File: config.mk
export PLATFORM = sky130hd
export DESIGN_NAME = pcg_top
export DESIGN_NICKNAME = d
export VERILOG_FILES = /design/src/shared/pcg_pkg.sv /design/src/rtl/pcg_sync.sv /design/src/rtl/pcg_top.sv
export VERILOG_INCLUDE_DIRS = /design/src /design/src/shared
export SDC_FILE = /design/constraint.sdc
export NUM_CORES = 1
export LEC_CHECK = 0
export BUFFER_PORTS_ARGS = -buffer_cell sky130_fd_sc_hd__buf_4
export CAP_MARGIN = 20
export CORE_UTILIZATION = 55
export DETAILED_ROUTE_END_ITERATION = 10
export PLACE_DENSITY = 0.84
export SKIP_CTS_REPAIR_TIMING = 1
export SLEW_MARGIN = 30
export SYNTH_ARGS = -nofsm -noshare
export SYNTH_HDL_FRONTEND = slang
export SYNTH_HIERARCHICAL = 1
export SYNTH_SLANG_ARGS = --single-unit
File: constraint.sdc
create_clock -name clk -period 2.6 [get_ports clk]
set_clock_uncertainty 0.1 [all_clocks]
set_input_delay 0.78 -clock clk [delete_from_list [all_inputs] [get_ports clk]]
set_output_delay 0.78 -clock clk [all_outputs]
set_load 0.02 [all_outputs]
File: src/shared/pcg_params.svh
/*
 * Offsets, field positions, reset values and select codes of the pin
 * configuration block.
 * Assumes inclusion by bare name from any file that needs the constants.
 */
`ifndef PCG_PARAMS_SVH
`define PCG_PARAMS_SVH

// ----------------------------------------------------------------------
// Register offsets
// ----------------------------------------------------------------------
`define PCG_ADDR_PIN_OUTPUT_ENABLE  8'h44
`define PCG_ADDR_PIN_OUTPUT_VALUE   8'h45
`define PCG_ADDR_PIN_INPUT_LEVEL    8'h46
`define PCG_ADDR_TEST_SIGNAL_SELECT 8'h47

// ----------------------------------------------------------------------
// Bit positions shared by enable, value and level registers
// ----------------------------------------------------------------------
`define PCG_BIT_SIGNAL_INPUT        7
`define PCG_BIT_CLOCK_OUTPUT        6
`define PCG_BIT_IFACE_SEL_B         5
`define PCG_BIT_IFACE_SEL_A         4
`define PCG_BIT_SCAN_HI             3
`define PCG_BIT_SCAN_TDI            1
`define PCG_BIT_SCAN_TDO            0

// ----------------------------------------------------------------------
// Test signal select register fields
// ----------------------------------------------------------------------
`define PCG_BIT_FAST_PAD            7
`define PCG_SEL_HI                  3
`define PCG_SEL_LO                  0
`define PCG_RSVD_MASK               8'h70

// ----------------------------------------------------------------------
// Reset values
// ----------------------------------------------------------------------
`define PCG_RST_OUTPUT_ENABLE       8'h00
`define PCG_RST_OUTPUT_VALUE        8'h00
`define PCG_RST_TEST_SELECT         8'h00
`define PCG_RDATA_NONE              8'h00

// ----------------------------------------------------------------------
// Test signal source codes
// ----------------------------------------------------------------------
`define PCG_SEL_TRI0                4'h0
`define PCG_SEL_TRI1                4'h1
`define PCG_SEL_LOW                 4'h2
`define PCG_SEL_HIGH                4'h3
`define PCG_SEL_TX_ENV              4'h4
`define PCG_SEL_TX_ACT              4'h5
`define PCG_SEL_GENERIC             4'h6
`define PCG_SEL_RX_ENV              4'h7
`define PCG_SEL_RX_ACT              4'h8
`define PCG_SEL_RX_BIT              4'h9

`endif

File: src/shared/pcg_pkg.sv
/*
 * Types of the pin configuration block.
 * Assumes pcg_params.svh supplies the numeric constants.
 */
package pcg_pkg;

    // Drive of the eight configurable pads
    typedef struct packed {
        logic [7:0] oe;
        logic [7:0] value;
    } pcg_pad_drive_s;

    // Internal sources that can be routed to the test signal pin
    typedef struct packed {
        logic tx_envelope;
        logic tx_active;
        logic generic;
        logic rx_envelope;
        logic rx_active;
        logic rx_bit;
    } pcg_sig_src_s;

    // Host register access request
    typedef struct packed {
        logic       wr_en;
        logic       rd_en;
        logic [7:0] addr;
        logic [7:0] wdata;
    } pcg_reg_req_s;

endpackage
File: src/rtl/pcg_sync.sv
/*
 * Two-flop synchroniser, one stage pair per bit.
 * Assumes inputs are asynchronous pad levels; only the second stage is used.
 */
`timescale 1ns/1ns
module pcg_sync #(
    parameter int WIDTH = 8
) (
    // Clock and reset
    input  wire logic             clk,
    input  wire logic             reset_n,
    // Data
    input  wire logic [WIDTH-1:0] async_in,
    output logic      [WIDTH-1:0] sync_out
);

    logic [WIDTH-1:0] meta_q;

    genvar i;
    generate
        for (i = 0; i < WIDTH; i++) begin : g_bit
            always_ff @(posedge clk or negedge reset_n) begin
                if (!reset_n) begin
                    meta_q[i]   <= 1'b0;
                    sync_out[i] <= 1'b0;
                end else begin
                    meta_q[i]   <= async_in[i];
                    sync_out[i] <= meta_q[i];
                end
            end
        end
    endgenerate

endmodule // pcg_sync

File: src/rtl/pcg_top.sv
/*
 * Pin configuration: GPIO takeover of multi-function pins, pad speed and
 * test signal routing, with byte-wide host registers at 44h..47h.
 * Assumes the host interface decoder delivers single-cycle read and write
 * strobes on clk, and that function sources come from logic on clk.
 */
// Notes on behaviour
// (RQ1) Enable bit 7 turns the signal-input pin into a driven GPIO.
// (RQ2) Enable bit 6 turns the clock-output pin into GPIO and drops its clock function.
// (RQ3) Enable bits 5 and 4 drive the two interface-select pins as GPIO.
// (RQ4) Enable bits 3..0 drive the scan pins as GPIO unless boundary scan is configured on.
// (RQ5) Register 45h holds the pin output values, same mapping, fully read/write.
// (RQ6) Register 46h reads back the sampled pin levels, same mapping.
// (RQ7) Register 47h has pad speed at bit 7, reserved 6..4, and a 4-bit select in 3..0.
// (RQ8) A pin whose enable bit is clear is never driven from the value register.
// (RQ9) The select field routes tri-state, 0, 1 or an internal signal to the test pin.
// (RQ10) The pad speed bit switches the pads to fast switching.
`timescale 1ns/1ns
`include "pcg_params.svh"
module pcg_top (
    // Clock and reset
    input  wire logic                  clk,
    input  wire logic                  reset_n,
    // Host register access
    input  wire pcg_pkg::pcg_reg_req_s reg_req,
    output logic [7:0]                 reg_rdata_q,
    output logic                       reg_rvalid_q,
    // Dedicated functions
    input  wire logic                  boundary_scan_active,
    input  wire logic                  clock_output_func,
    input  wire logic                  scan_tdo_value,
    input  wire logic                  scan_tdo_oe,
    input  wire pcg_pkg::pcg_sig_src_s sig_src,
    // Configurable pads, bit order 7..0 as in the enable register
    input  wire logic [7:0]            pad_in,
    output pcg_pkg::pcg_pad_drive_s    pad_drive_q,
    // Test signal pad and pad speed
    output logic                       test_signal_pin_q,
    output logic                       test_signal_pin_oe_q,
    output logic                       fast_pad_switching_q
);

    // ------------------------------------------------------------------
    // Registers
    // ------------------------------------------------------------------
    logic [7:0] pin_output_enable_q;
    logic [7:0] pin_output_value_q;
    logic [7:0] test_signal_select_q;
    logic [7:0] pin_input_level;

    wire logic hit_enable = reg_req.addr == `PCG_ADDR_PIN_OUTPUT_ENABLE;
    wire logic hit_value  = reg_req.addr == `PCG_ADDR_PIN_OUTPUT_VALUE;
    wire logic hit_level  = reg_req.addr == `PCG_ADDR_PIN_INPUT_LEVEL;
    wire logic hit_select = reg_req.addr == `PCG_ADDR_TEST_SIGNAL_SELECT;

    // Reserved bits never stored, so they always read zero
    wire logic [7:0] select_wmask = ~`PCG_RSVD_MASK;

    always_ff @(posedge clk or negedge reset_n) begin
        if (!reset_n) begin
            pin_output_enable_q  <= `PCG_RST_OUTPUT_ENABLE;
            pin_output_value_q   <= `PCG_RST_OUTPUT_VALUE;
            test_signal_select_q <= `PCG_RST_TEST_SELECT;
        end else if (reg_req.wr_en) begin
            if (hit_enable) pin_output_enable_q  <= reg_req.wdata;
            if (hit_value) pin_output_value_q    <= reg_req.wdata;                 // [RQ5]
            if (hit_select) test_signal_select_q <= reg_req.wdata & select_wmask;  // [RQ7]
        end
    end

    // ------------------------------------------------------------------
    // Read path
    // ------------------------------------------------------------------
    // Writes to the level register are ignored; unmapped reads give zero
    wire logic [7:0] rdata_d = hit_enable ? pin_output_enable_q  :
                               hit_value  ? pin_output_value_q   :
                               hit_level  ? pin_input_level      :  // [RQ6]
                               hit_select ? test_signal_select_q :  // [RQ7]
                                            `PCG_RDATA_NONE;

    always_ff @(posedge clk or negedge reset_n) begin
        if (!reset_n) begin
            reg_rdata_q  <= `PCG_RDATA_NONE;
            reg_rvalid_q <= 1'b0;
        end else begin
            reg_rvalid_q <= reg_req.rd_en;
            if (reg_req.rd_en) reg_rdata_q <= rdata_d;
        end
    end

    // ------------------------------------------------------------------
    // Pad input sampling
    // ------------------------------------------------------------------
    pcg_sync #(
        .WIDTH    (8)
    ) u_sync (
        .clk      (clk),
        .reset_n  (reset_n),
        .async_in (pad_in),
        .sync_out (pin_input_level)
    );

    // ------------------------------------------------------------------
    // Pad drive
    // ------------------------------------------------------------------
    // Scan enables masked while boundary scan owns the pins
    wire logic [3:0] func_en = pin_output_enable_q[`PCG_BIT_SIGNAL_INPUT:`PCG_BIT_IFACE_SEL_A];
    wire logic [3:0] scan_en = pin_output_enable_q[`PCG_BIT_SCAN_HI:`PCG_BIT_SCAN_TDO];
    wire logic [7:0] gpio_en = {func_en, scan_en & {4{~boundary_scan_active}}};  // [RQ1] [RQ3] [RQ4]

    wire logic clk_func = ~pin_output_enable_q[`PCG_BIT_CLOCK_OUTPUT];             // [RQ2]
    wire logic tdo_func = boundary_scan_active;

    // Pins not enabled fall back to their function or stay input
    wire logic [7:0] fn_oe  = {1'b0, clk_func, 5'b0_0000, tdo_func & scan_tdo_oe};
    wire logic [7:0] fn_val = {1'b0, clk_func & clock_output_func, 5'b0_0000,
                               tdo_func & scan_tdo_value};

    pcg_pkg::pcg_pad_drive_s drive_d;
    assign drive_d.oe    = gpio_en | fn_oe;                                         // [RQ8]
    assign drive_d.value = (gpio_en & pin_output_value_q) | (~gpio_en & fn_val);    // [RQ8]

    // ------------------------------------------------------------------
    // Test signal routing
    // ------------------------------------------------------------------
    wire logic [3:0] sel = test_signal_select_q[`PCG_SEL_HI:`PCG_SEL_LO];
    logic test_val_d;
    logic test_oe_d;

    always_comb begin
        test_oe_d  = 1'b1;
        test_val_d = 1'b0;
        case (sel)                                                                  // [RQ9]
            `PCG_SEL_LOW:     test_val_d = 1'b0;
            `PCG_SEL_HIGH:    test_val_d = 1'b1;
            `PCG_SEL_TX_ENV:  test_val_d = sig_src.tx_envelope;
            `PCG_SEL_TX_ACT:  test_val_d = sig_src.tx_active;
            `PCG_SEL_GENERIC: test_val_d = sig_src.generic;
            `PCG_SEL_RX_ENV:  test_val_d = sig_src.rx_envelope;
            `PCG_SEL_RX_ACT:  test_val_d = sig_src.rx_active;
            `PCG_SEL_RX_BIT:  test_val_d = sig_src.rx_bit;
            // Codes 0, 1 and unused codes leave the pin floating
            default:          test_oe_d  = 1'b0;
        endcase
    end

    always_ff @(posedge clk or negedge reset_n) begin
        if (!reset_n) begin
            pad_drive_q          <= '0;
            test_signal_pin_q    <= 1'b0;
            test_signal_pin_oe_q <= 1'b0;
            fast_pad_switching_q <= 1'b0;
        end else begin
            pad_drive_q          <= drive_d;
            test_signal_pin_q    <= test_val_d;
            test_signal_pin_oe_q <= test_oe_d;
            // Fast mode raises peak supply current when many pads toggle
            fast_pad_switching_q <= test_signal_select_q[`PCG_BIT_FAST_PAD];        // [RQ10]
        end
    end
endmodule // pcg_top

== After elaboration in Yosys (flattened, before gate mapping) ==
Cells that the tools add are included.
Storage, ports and cells
  register bits: 65
  input port bits: 38
  output and inout bits: 28
  logic and storage cells: 59
Cells by class
  equality and inequality tests: 12
  mux-type cells: 6
  bitwise logic cells: 11
  reductions and logical operators: 4
Operator list (count)
  8-bit by 7-bit equality test with 1-bit output (second input constant): 4
  8-bit 2-to-1 mux: 4
  4-bit by 3-bit equality test with 1-bit output (second input constant): 4
  8-bit by 7-bit AND with 8-bit output: 1
  8-bit AND: 1
  4-bit by 2-bit equality test with 1-bit output (second input constant): 2
  4-bit equality test (second input constant): 2
  8-bit NOT: 1
  8-bit by 7-bit OR with 8-bit output: 1
  8-bit OR: 1
  8-bit OR reduction: 1
  1-bit case mux with 7 select lines: 1
  2-bit AND reduction: 3
  4-bit AND: 1
  1-bit AND: 3
  1-bit NOT: 2
  1-bit 2-to-1 mux: 1

== Longest topological paths before layout ==
Gate-level depths: netlist of run 1.
  depth in word-level cells: 5
  mapped depth: 4
  gate-level depth less buffers: 3

== Modules after synthesis ==
The synthesis of run 1 kept the hierarchy.
By module, submodules not included
  pcg_top: times used 1, cells each 131, area an instance 2038.2 µm², seq. area each 1226.2 µm²
  pcg_sync: times used 1, cells each 16, area an instance 400.4 µm², seq. area each 400.4 µm²

== Worst setup path after synthesis of run 1 ==
OpenSTA, ideal clock, no wires.
  path kind: input to register
  from: in reg_req[11] (netlist name)
  to: reg test_signal_select_q[0]
  library setup time: 0.125 ns
  data arrival time: 1.742 ns
  required time: 2.375 ns
  path slack: 0.633 ns
  stages: 4
  buffers on the path: 1
  cell sequence: and4bb_4 -> and3_1 -> buf_6 -> mux2_2
On the way
  longest elaborated chain between the ends: 2
RTL lines
  start, declared: line pcg_top.sv:25  | input wire pcg_pkg::pcg_reg_req_s reg_req,
  8-bit by 7-bit equality test with 1-bit output (no source line)
  2-bit AND reduction (no source line)
  end signal, assigned: line pcg_top.sv:63  | test_signal_select_q <= `PCG_RST_TEST_SELECT;
  end signal, assigned: line pcg_top.sv:67  | if (hit_select) test_signal_select_q <= reg_req.wdata & select_wmask;
  end, declared: line pcg_top.sv:48  | logic [7:0] test_signal_select_q;
No other way between the ends.
A chain may end at the register's enable or synchronous reset.

== Final worst setup path of run 1 ==
  from: in reg_req[11] (netlist name)
  to: reg test_signal_select_q[3]
The elaborated chain is that of the path after synthesis.

==> impl_metrics.json, run 1 <==
{
  "finalNonFillerCells": 271,
  "grt_pass1_vias": 1523,
  "path_max_fanout": 5,
  "min_path_type": "reg2reg",
  "vias_per_cell": 5.44,
  "syn_to_final_growth_pct": 27.6,
  "grt_usage": 0.231,
  "clk_path_buf_depth": 2,
  "regArea_mm2": 0.00163,
  "die_w_um": 68.6,
  "fin_crit_sh": 0.703,
  "rsz0062_at_grt": "false",
  "syn_area_mm2": 0.00244,
  "gp_congestion": 0.773,
  "drive_above_1_share": 0.489,
  "final_util": 0.756,
  "maxSlewViolCount": 0,
  "num_antenna_cells": 0,
  "path_class": "in2reg",
  "wl_met2_um": 2530,
  "synthCells": 147,
  "status": "completed",
  "critPathCaptureType": "flip-flop",
  "io_pins": 66,
  "clock_latency_ns": 0.33,
  "peakVddDrop_v": 0.000407,
  "timing.final.hold_violations": 0,
  "fin_ws_ns": 0.772,
  "place_ws_ns": 0.415,
  "dp_hpwl_um": 3290,
  "vias": 1474,
  "drc_errors": 0,
  "cts_tree": "built",
  "setup-violations-final": 0,
  "relSlewSlack": 0.490,
  "synth-warning-count": 6,
  "routedWlPerCell_um": 17.2,
  "initial_core_util": 0.593,
  "syn_area_per_cell_um2": 16.6,
  "syn_nets": 185,
  "drtAntennaViolNets": 0,
  "cts_sinks": 65,
  "cts_buffers": 9,
  "whs_ns": 0.244,
  "clockRootBuffer": "clkbuf_8",
  "placedCellCount": 257,
  "port_buffers": 65,
  "worst_pin_slew_ns": 0.765,
  "max_freq_mhz": 547,
  "yosys.cell_types.count": 28,
  "h-tree-depth": 3,
  "maxCapViolations": 0,
  "synth_seq_cells": 65,
  "nNetsFinal": 256,
  "rows": 23,
  "setup-tns-final_ns": 0,
  "multiInputGateArea_um2": 764,
  "grt_pass1_wl_um": 7130,
  "placed_area_mm2": 0.00295,
  "design.core.area_mm2": 0.00412,
  "met1_length_um": 1780,
  "fin_crit_ns": 1.83,
  "die_y_um": 68.6,
  "power.leakage_nw": 1.59,
  "power_density_mw_per_mm2": 631,
  "drt_pass1_iterations": 4,
  "path_clk_slew_ns": 0.06,
  "dr.max_layer_used": "met4",
  "wl_um": 4660,
  "grt-ovfl-total": 0,
  "grt_antenna_before_repair": 0,
  "cp_data_required_time_ns": 2.72,
  "die_area_mm2": 0.00470,
  "final_area_mm2": 0.00311,
  "drt-initial-drc-count": 115,
  "p_total_mw": 1.96,
  "ys_seq_area_frac": 0.667,
  "cp-start-kind": "input port",
  "fillCellCount": 259,
  "grt_start_max_net_pins": 66,
  "wl_met3_um": 195,
  "critPathArrivalTime_ns": 1.94
}
==> sequential cells by signal, summed over array words and instances, names as in the netlist <==
register and count:
reg_rdata_q 8, u_sync/meta_q 8, fast_pad_switching_q 1, test_signal_pin_q 1, test_signal_select_q 5, reg_rvalid_q 1
pin_output_value_q 8, pad_drive_q 16, pin_output_enable_q 8, u_sync/sync_out 8, test_signal_pin_oe_q 1
==> final cells by class <==
| type | count | share of cell area |
|---|---|---|
| clock buffer | 14 | 0.0523 |
| inverter | 2 | 0.00241 |
| multi-input combinational | 75 | 0.246 |
| sequential | 65 | 0.523 |
| tap | 50 | 0.0201 |
| timing repair buffer | 65 | 0.157 |
==> cell families (layout without fill, tap and decap cells) <==
group / after synthesis / after routing / synth area share
buf+inv: 7 / 81 / 0.0195
other cells: 1 / 1 / 0.00154
mux: 33 / 33 / 0.181
compound gates: 14 / 14 / 0.0477
simple gates: 26 / 26 / 0.0795
xor+xnor: 1 / 1 / 0.00359
flops: 65 / 65 / 0.667
==> cell usage after synthesis, drive strengths merged <==
library cell	number	area, um^2
nand2b	2	12.5
o21ai	1	5.00
xnor2	1	8.76
nand3	1	5.00
a22o	6	52.6
mux2	23	259
nand4	2	42.5
and4bb	1	16.3
mux2i	4	40.0
a2bb2oi	2	17.5
nor2	3	13.8
a311o	1	10.0
a21oi	1	5.00
and3	3	18.8
and2	6	37.5
inv	2	7.51
o2bb2ai	3	26.3
nand2	4	15.0
conb	1	3.75
buf	5	40.0
mux4	6	143
nor2b	4	32.5
dfrtp	65	1630
==> where the power goes <==
part	leakage (nW)	switching (mW)	internal [mW]
logic	0.654	0.0792	0.0886
clock network	0.0826	0.333	0.389
registers	0.856	0.0212	1.05
==> per-layer routing <==
| metal | global-route usage | vias up |
|---|---|---|
| met2 | 0.373 | 42 |
| met3 | 0.0625 | 15 |
| met4 | 0.185 | 0 |
| met5 | 0 | - |
| met1 | 0.256 | 754 |
| li1 | - | 663 |
==> final timing paths <==
kind                       cells after the start                                   to  slack, ns                                 from
max                                            4  test_signal_select_q[3]$_DFFE_PN0P_       0.77                          reg_req[11]
max in group asynchronous                      1         u_sync/sync_out[0]$_DFF_PN0_       1.48                              reset_n
max reg2reg                                    3          test_signal_pin_q$_DFF_PN0_       1.17  test_signal_select_q[2]$_DFFE_PN0P_
min in group asynchronous                      1             pad_drive_q[5]$_DFF_PN0_       0.43                              reset_n
min reg2reg                                    0         u_sync/sync_out[2]$_DFF_PN0_       0.24           u_sync/meta_q[2]$_DFF_PN0_
min                                            0         u_sync/sync_out[2]$_DFF_PN0_       0.24           u_sync/meta_q[2]$_DFF_PN0_
==> critical path, stage by stage <==
cell and delay, ns:
buf_4 0.10, and4bb_4 0.38, and3_1 0.31, mux2_2 0.37
==> placed cells by master (no fill, tap or decap), drive strengths merged, types with 4 or more instances in the layout <==
cell    instances
mux4            6
a22o            6
clkbuf         14
mux2           23
and2            6
nor2b           4
dfrtp          65
buf            65
nand2           4
mux2i           4
(Power assumes the default switching activity.)
==> inputs of run 2 (changes only) <==
Settings changed: ABC_AREA set to 1, CORE_UTILIZATION 55 to 52, PLACE_DENSITY 0.84 to 0.79.
Clock period 2.6 ns to 1.85 ns, I/O delays scaled along.
==> run 2 against run 1 <==
  * First-iteration DRC count rose by 79%
  * Worst setup slack worse by 0.48 ns
  * Area after synthesis increased by 8.2%
  * Register-to-register slack got worse by 0.55 ns
  * Wire length up 18%
  * Core utilization decreased by 5.3 points
  * Highest routed layer unchanged
==> impl_metrics.json, run 2 <==
{
  "cp_cell_sequence": "buf_4",
  "yosys.area.top_type": "dfrtp_1",
  "grt_start_max_net_pins": 45,
  "syn_to_final_growth_pct": 28.4,
  "rsz0062_at_grt": "false",
  "top_register": "pad_drive_q",
  "path_class": "reg2out",
  "synthCells": 273,
  "routedWlPerCell_um": 13.3,
  "timing.final.hold_violations": 0,
  "h-tree-depth": 3,
  "cts_buffers": 9,
  "largest_reg_flops": 16,
  "initial_core_util": 0.548,
  "path_max_fanout": 2,
  "ys_seq_area_frac": 0.616,
  "final_common_cell": "nand2_1",
  "ys.flop_type": "dfrtp_1",
  "finalNonFillerCells": 416,
  "fillCellCount": 395,
  "placedCellCount": 400,
  "nNetsFinal": 382,
  "async_reset_ff_frac": 1.00,
  "power_density_mw_per_mm2": 916,
  "multiInputGateArea_um2": 823,
  "yosysMostFrequentCell": "nand2_1",
  "met1_length_um": 2400,
  "min_path_type": "in2async",
  "num_antenna_cells": 0,
  "syn_area_per_cell_um2": 9.67,
  "port_buffers": 65,
  "final_util": 0.703,
  "grt_pass1_wl_um": 9000,
  "crit_buf_inv": 1,
  "clock_latency_ns": 0.33,
  "dp_hpwl_um": 4050,
  "cts_tree": "built",
  "die_area_mm2": 0.00536,
  "path_clk_slew_ns": 0.07,
  "regArea_mm2": 0.00163,
  "grt_antenna_before_repair": 0,
  "final_cell_mix": "nand2_1 (78), buf_4 (66), dfrtp_1 (65)",
  "critPathArrivalTime_ns": 0.90,
  "max_stage_delay_ns": 0.40,
  "fin_crit_ns": 1.56,
  "drc_errors": 0,
  "wl_met3_um": 226,
  "syn_area_mm2": 0.00264,
  "critPathCaptureType": "output pin",
  "synth-warning-count": 6,
  "grt_pass1_vias": 1961,
  "maxCapViolations": 0,
  "grt-ovfl-total": 0,
  "synth_edf_count": 0,
  "max_freq_mhz": 642,
  "status": "completed",
  "dr.max_layer_used": "met4",
  "vias": 2068,
  "gp_congestion": 0.934,
  "drt_pass1_iterations": 5,
  "drive_above_1_share": 0.287,
  "cp-start-kind": "flip-flop",
  "io_pins": 66,
  "synth_area_leaders": "dfrtp_1 (62%), nand2_1 (11%), nand3_1 (4.6%), inv_1 (4.6%), o21ai_0 (4.2%)",
  "synth_top_area_share": 0.616,
  "power.leakage_nw": 1.84,
  "drtAntennaViolNets": 0,
  "maxSlewViolCount": 0,
  "crit_family": "flip-flops",
  "wl_um": 5520,
  "wl_met2_um": 2780,
  "vias_per_cell": 4.97,
  "clockRootBuffer": "clkbuf_8",
  "synth_seq_cells": 65,
  "fin_crit_sh": 0.842,
  "setup-tns-final_ns": 0,
  "die_y_um": 73.2,
  "syn_nets": 311,
  "yosys.cell_types.count": 22,
  "cp_data_required_time_ns": 1.19,
  "drt-initial-drc-count": 206,
  "crit_slowest_cell": "dfrtp_1",
  "peakVddDrop_v": 0.000807,
  "setup-violations-final": 0,
  "grt_usage": 0.232,
  "design.core.area_mm2": 0.00482,
  "rows": 25,
  "clk_path_buf_depth": 2,
  "synth_commonest_cells": "nand2_1 (78), dfrtp_1 (65), inv_1 (32)",
  "die_w_um": 73.2,
  "cts_sinks": 65,
  "whs_ns": 0.00594
}
==> run 2: layout make-up <==
cell class / count / share of cell area
clock inverter: 3 / 0.0192
multi-input combinational: 165 / 0.243
inverter: 36 / 0.0399
timing repair buffer: 67 / 0.152
clock buffer: 13 / 0.0410
tap: 67 / 0.0247
sequential: 65 / 0.480
==> run 2: per-stage QoR <==
| stage | worst slack, ns | total power, mW | area [um^2] |
|---|---|---|---|
| floorplan | 0.374 | 1.69 | 2640 |
| global placement | 0.0623 | 1.87 | 3180 |
| detailed placement | 0.0411 | 1.88 | 3180 |
| CTS | 0.281 | 3.13 | 3390 |
| global route | 0.238 | 3.22 | 3390 |
| finish | 0.291 | 3.10 | 3390 |
==> run 2: worst paths after layout <==
check / start / end / slack, ns / cells past startpoint
max: reg_rdata_q[1]$_DFFE_PN0P_ / reg_rdata_q[1] / 0.29 / 1
min: reset_n / reg_rdata_q[1]$_DFFE_PN0P_ / 0.006 / 1
max reg2reg: test_signal_select_q[2]$_DFFE_PN0P_ / test_signal_pin_q$_DFF_PN0_ / 0.62 / 6
min reg2reg: u_sync/meta_q[5]$_DFF_PN0_ / u_sync/sync_out[5]$_DFF_PN0_ / 0.25 / 0
max in group asynchronous: reset_n / u_sync/sync_out[4]$_DFF_PN0_ / 1.13 / 2
min in group clk: pad_in[1] / u_sync/meta_q[1]$_DFF_PN0_ / 0.22 / 1
==> run 2: cells by family after synthesis <==
kind of cell	Yosys count	synth area share
and+or+nand+nor	127	0.229
DFF	65	0.616
buffers and inverters	43	0.0716
AOI/OAI and AO/OA	37	0.0816
other	1	0.00142
==> run 2: per-layer routing <==
metal	vias to the layer above	global-route usage
met3	14	0.0456
met1	983	0.293
met4	0	0.111
li1	1009	-
met5	-	0
met2	62	0.385
==> run 2: report_power, final <==
group	internal [mW]	leakage [nW]	total [mW]	switching [mW]
Combinational	0.128	0.950	0.311	0.183
Sequential	1.50	0.784	1.54	0.0408
Clock	0.759	0.102	1.25	0.493
Total	2.39	1.84	3.10	0.717
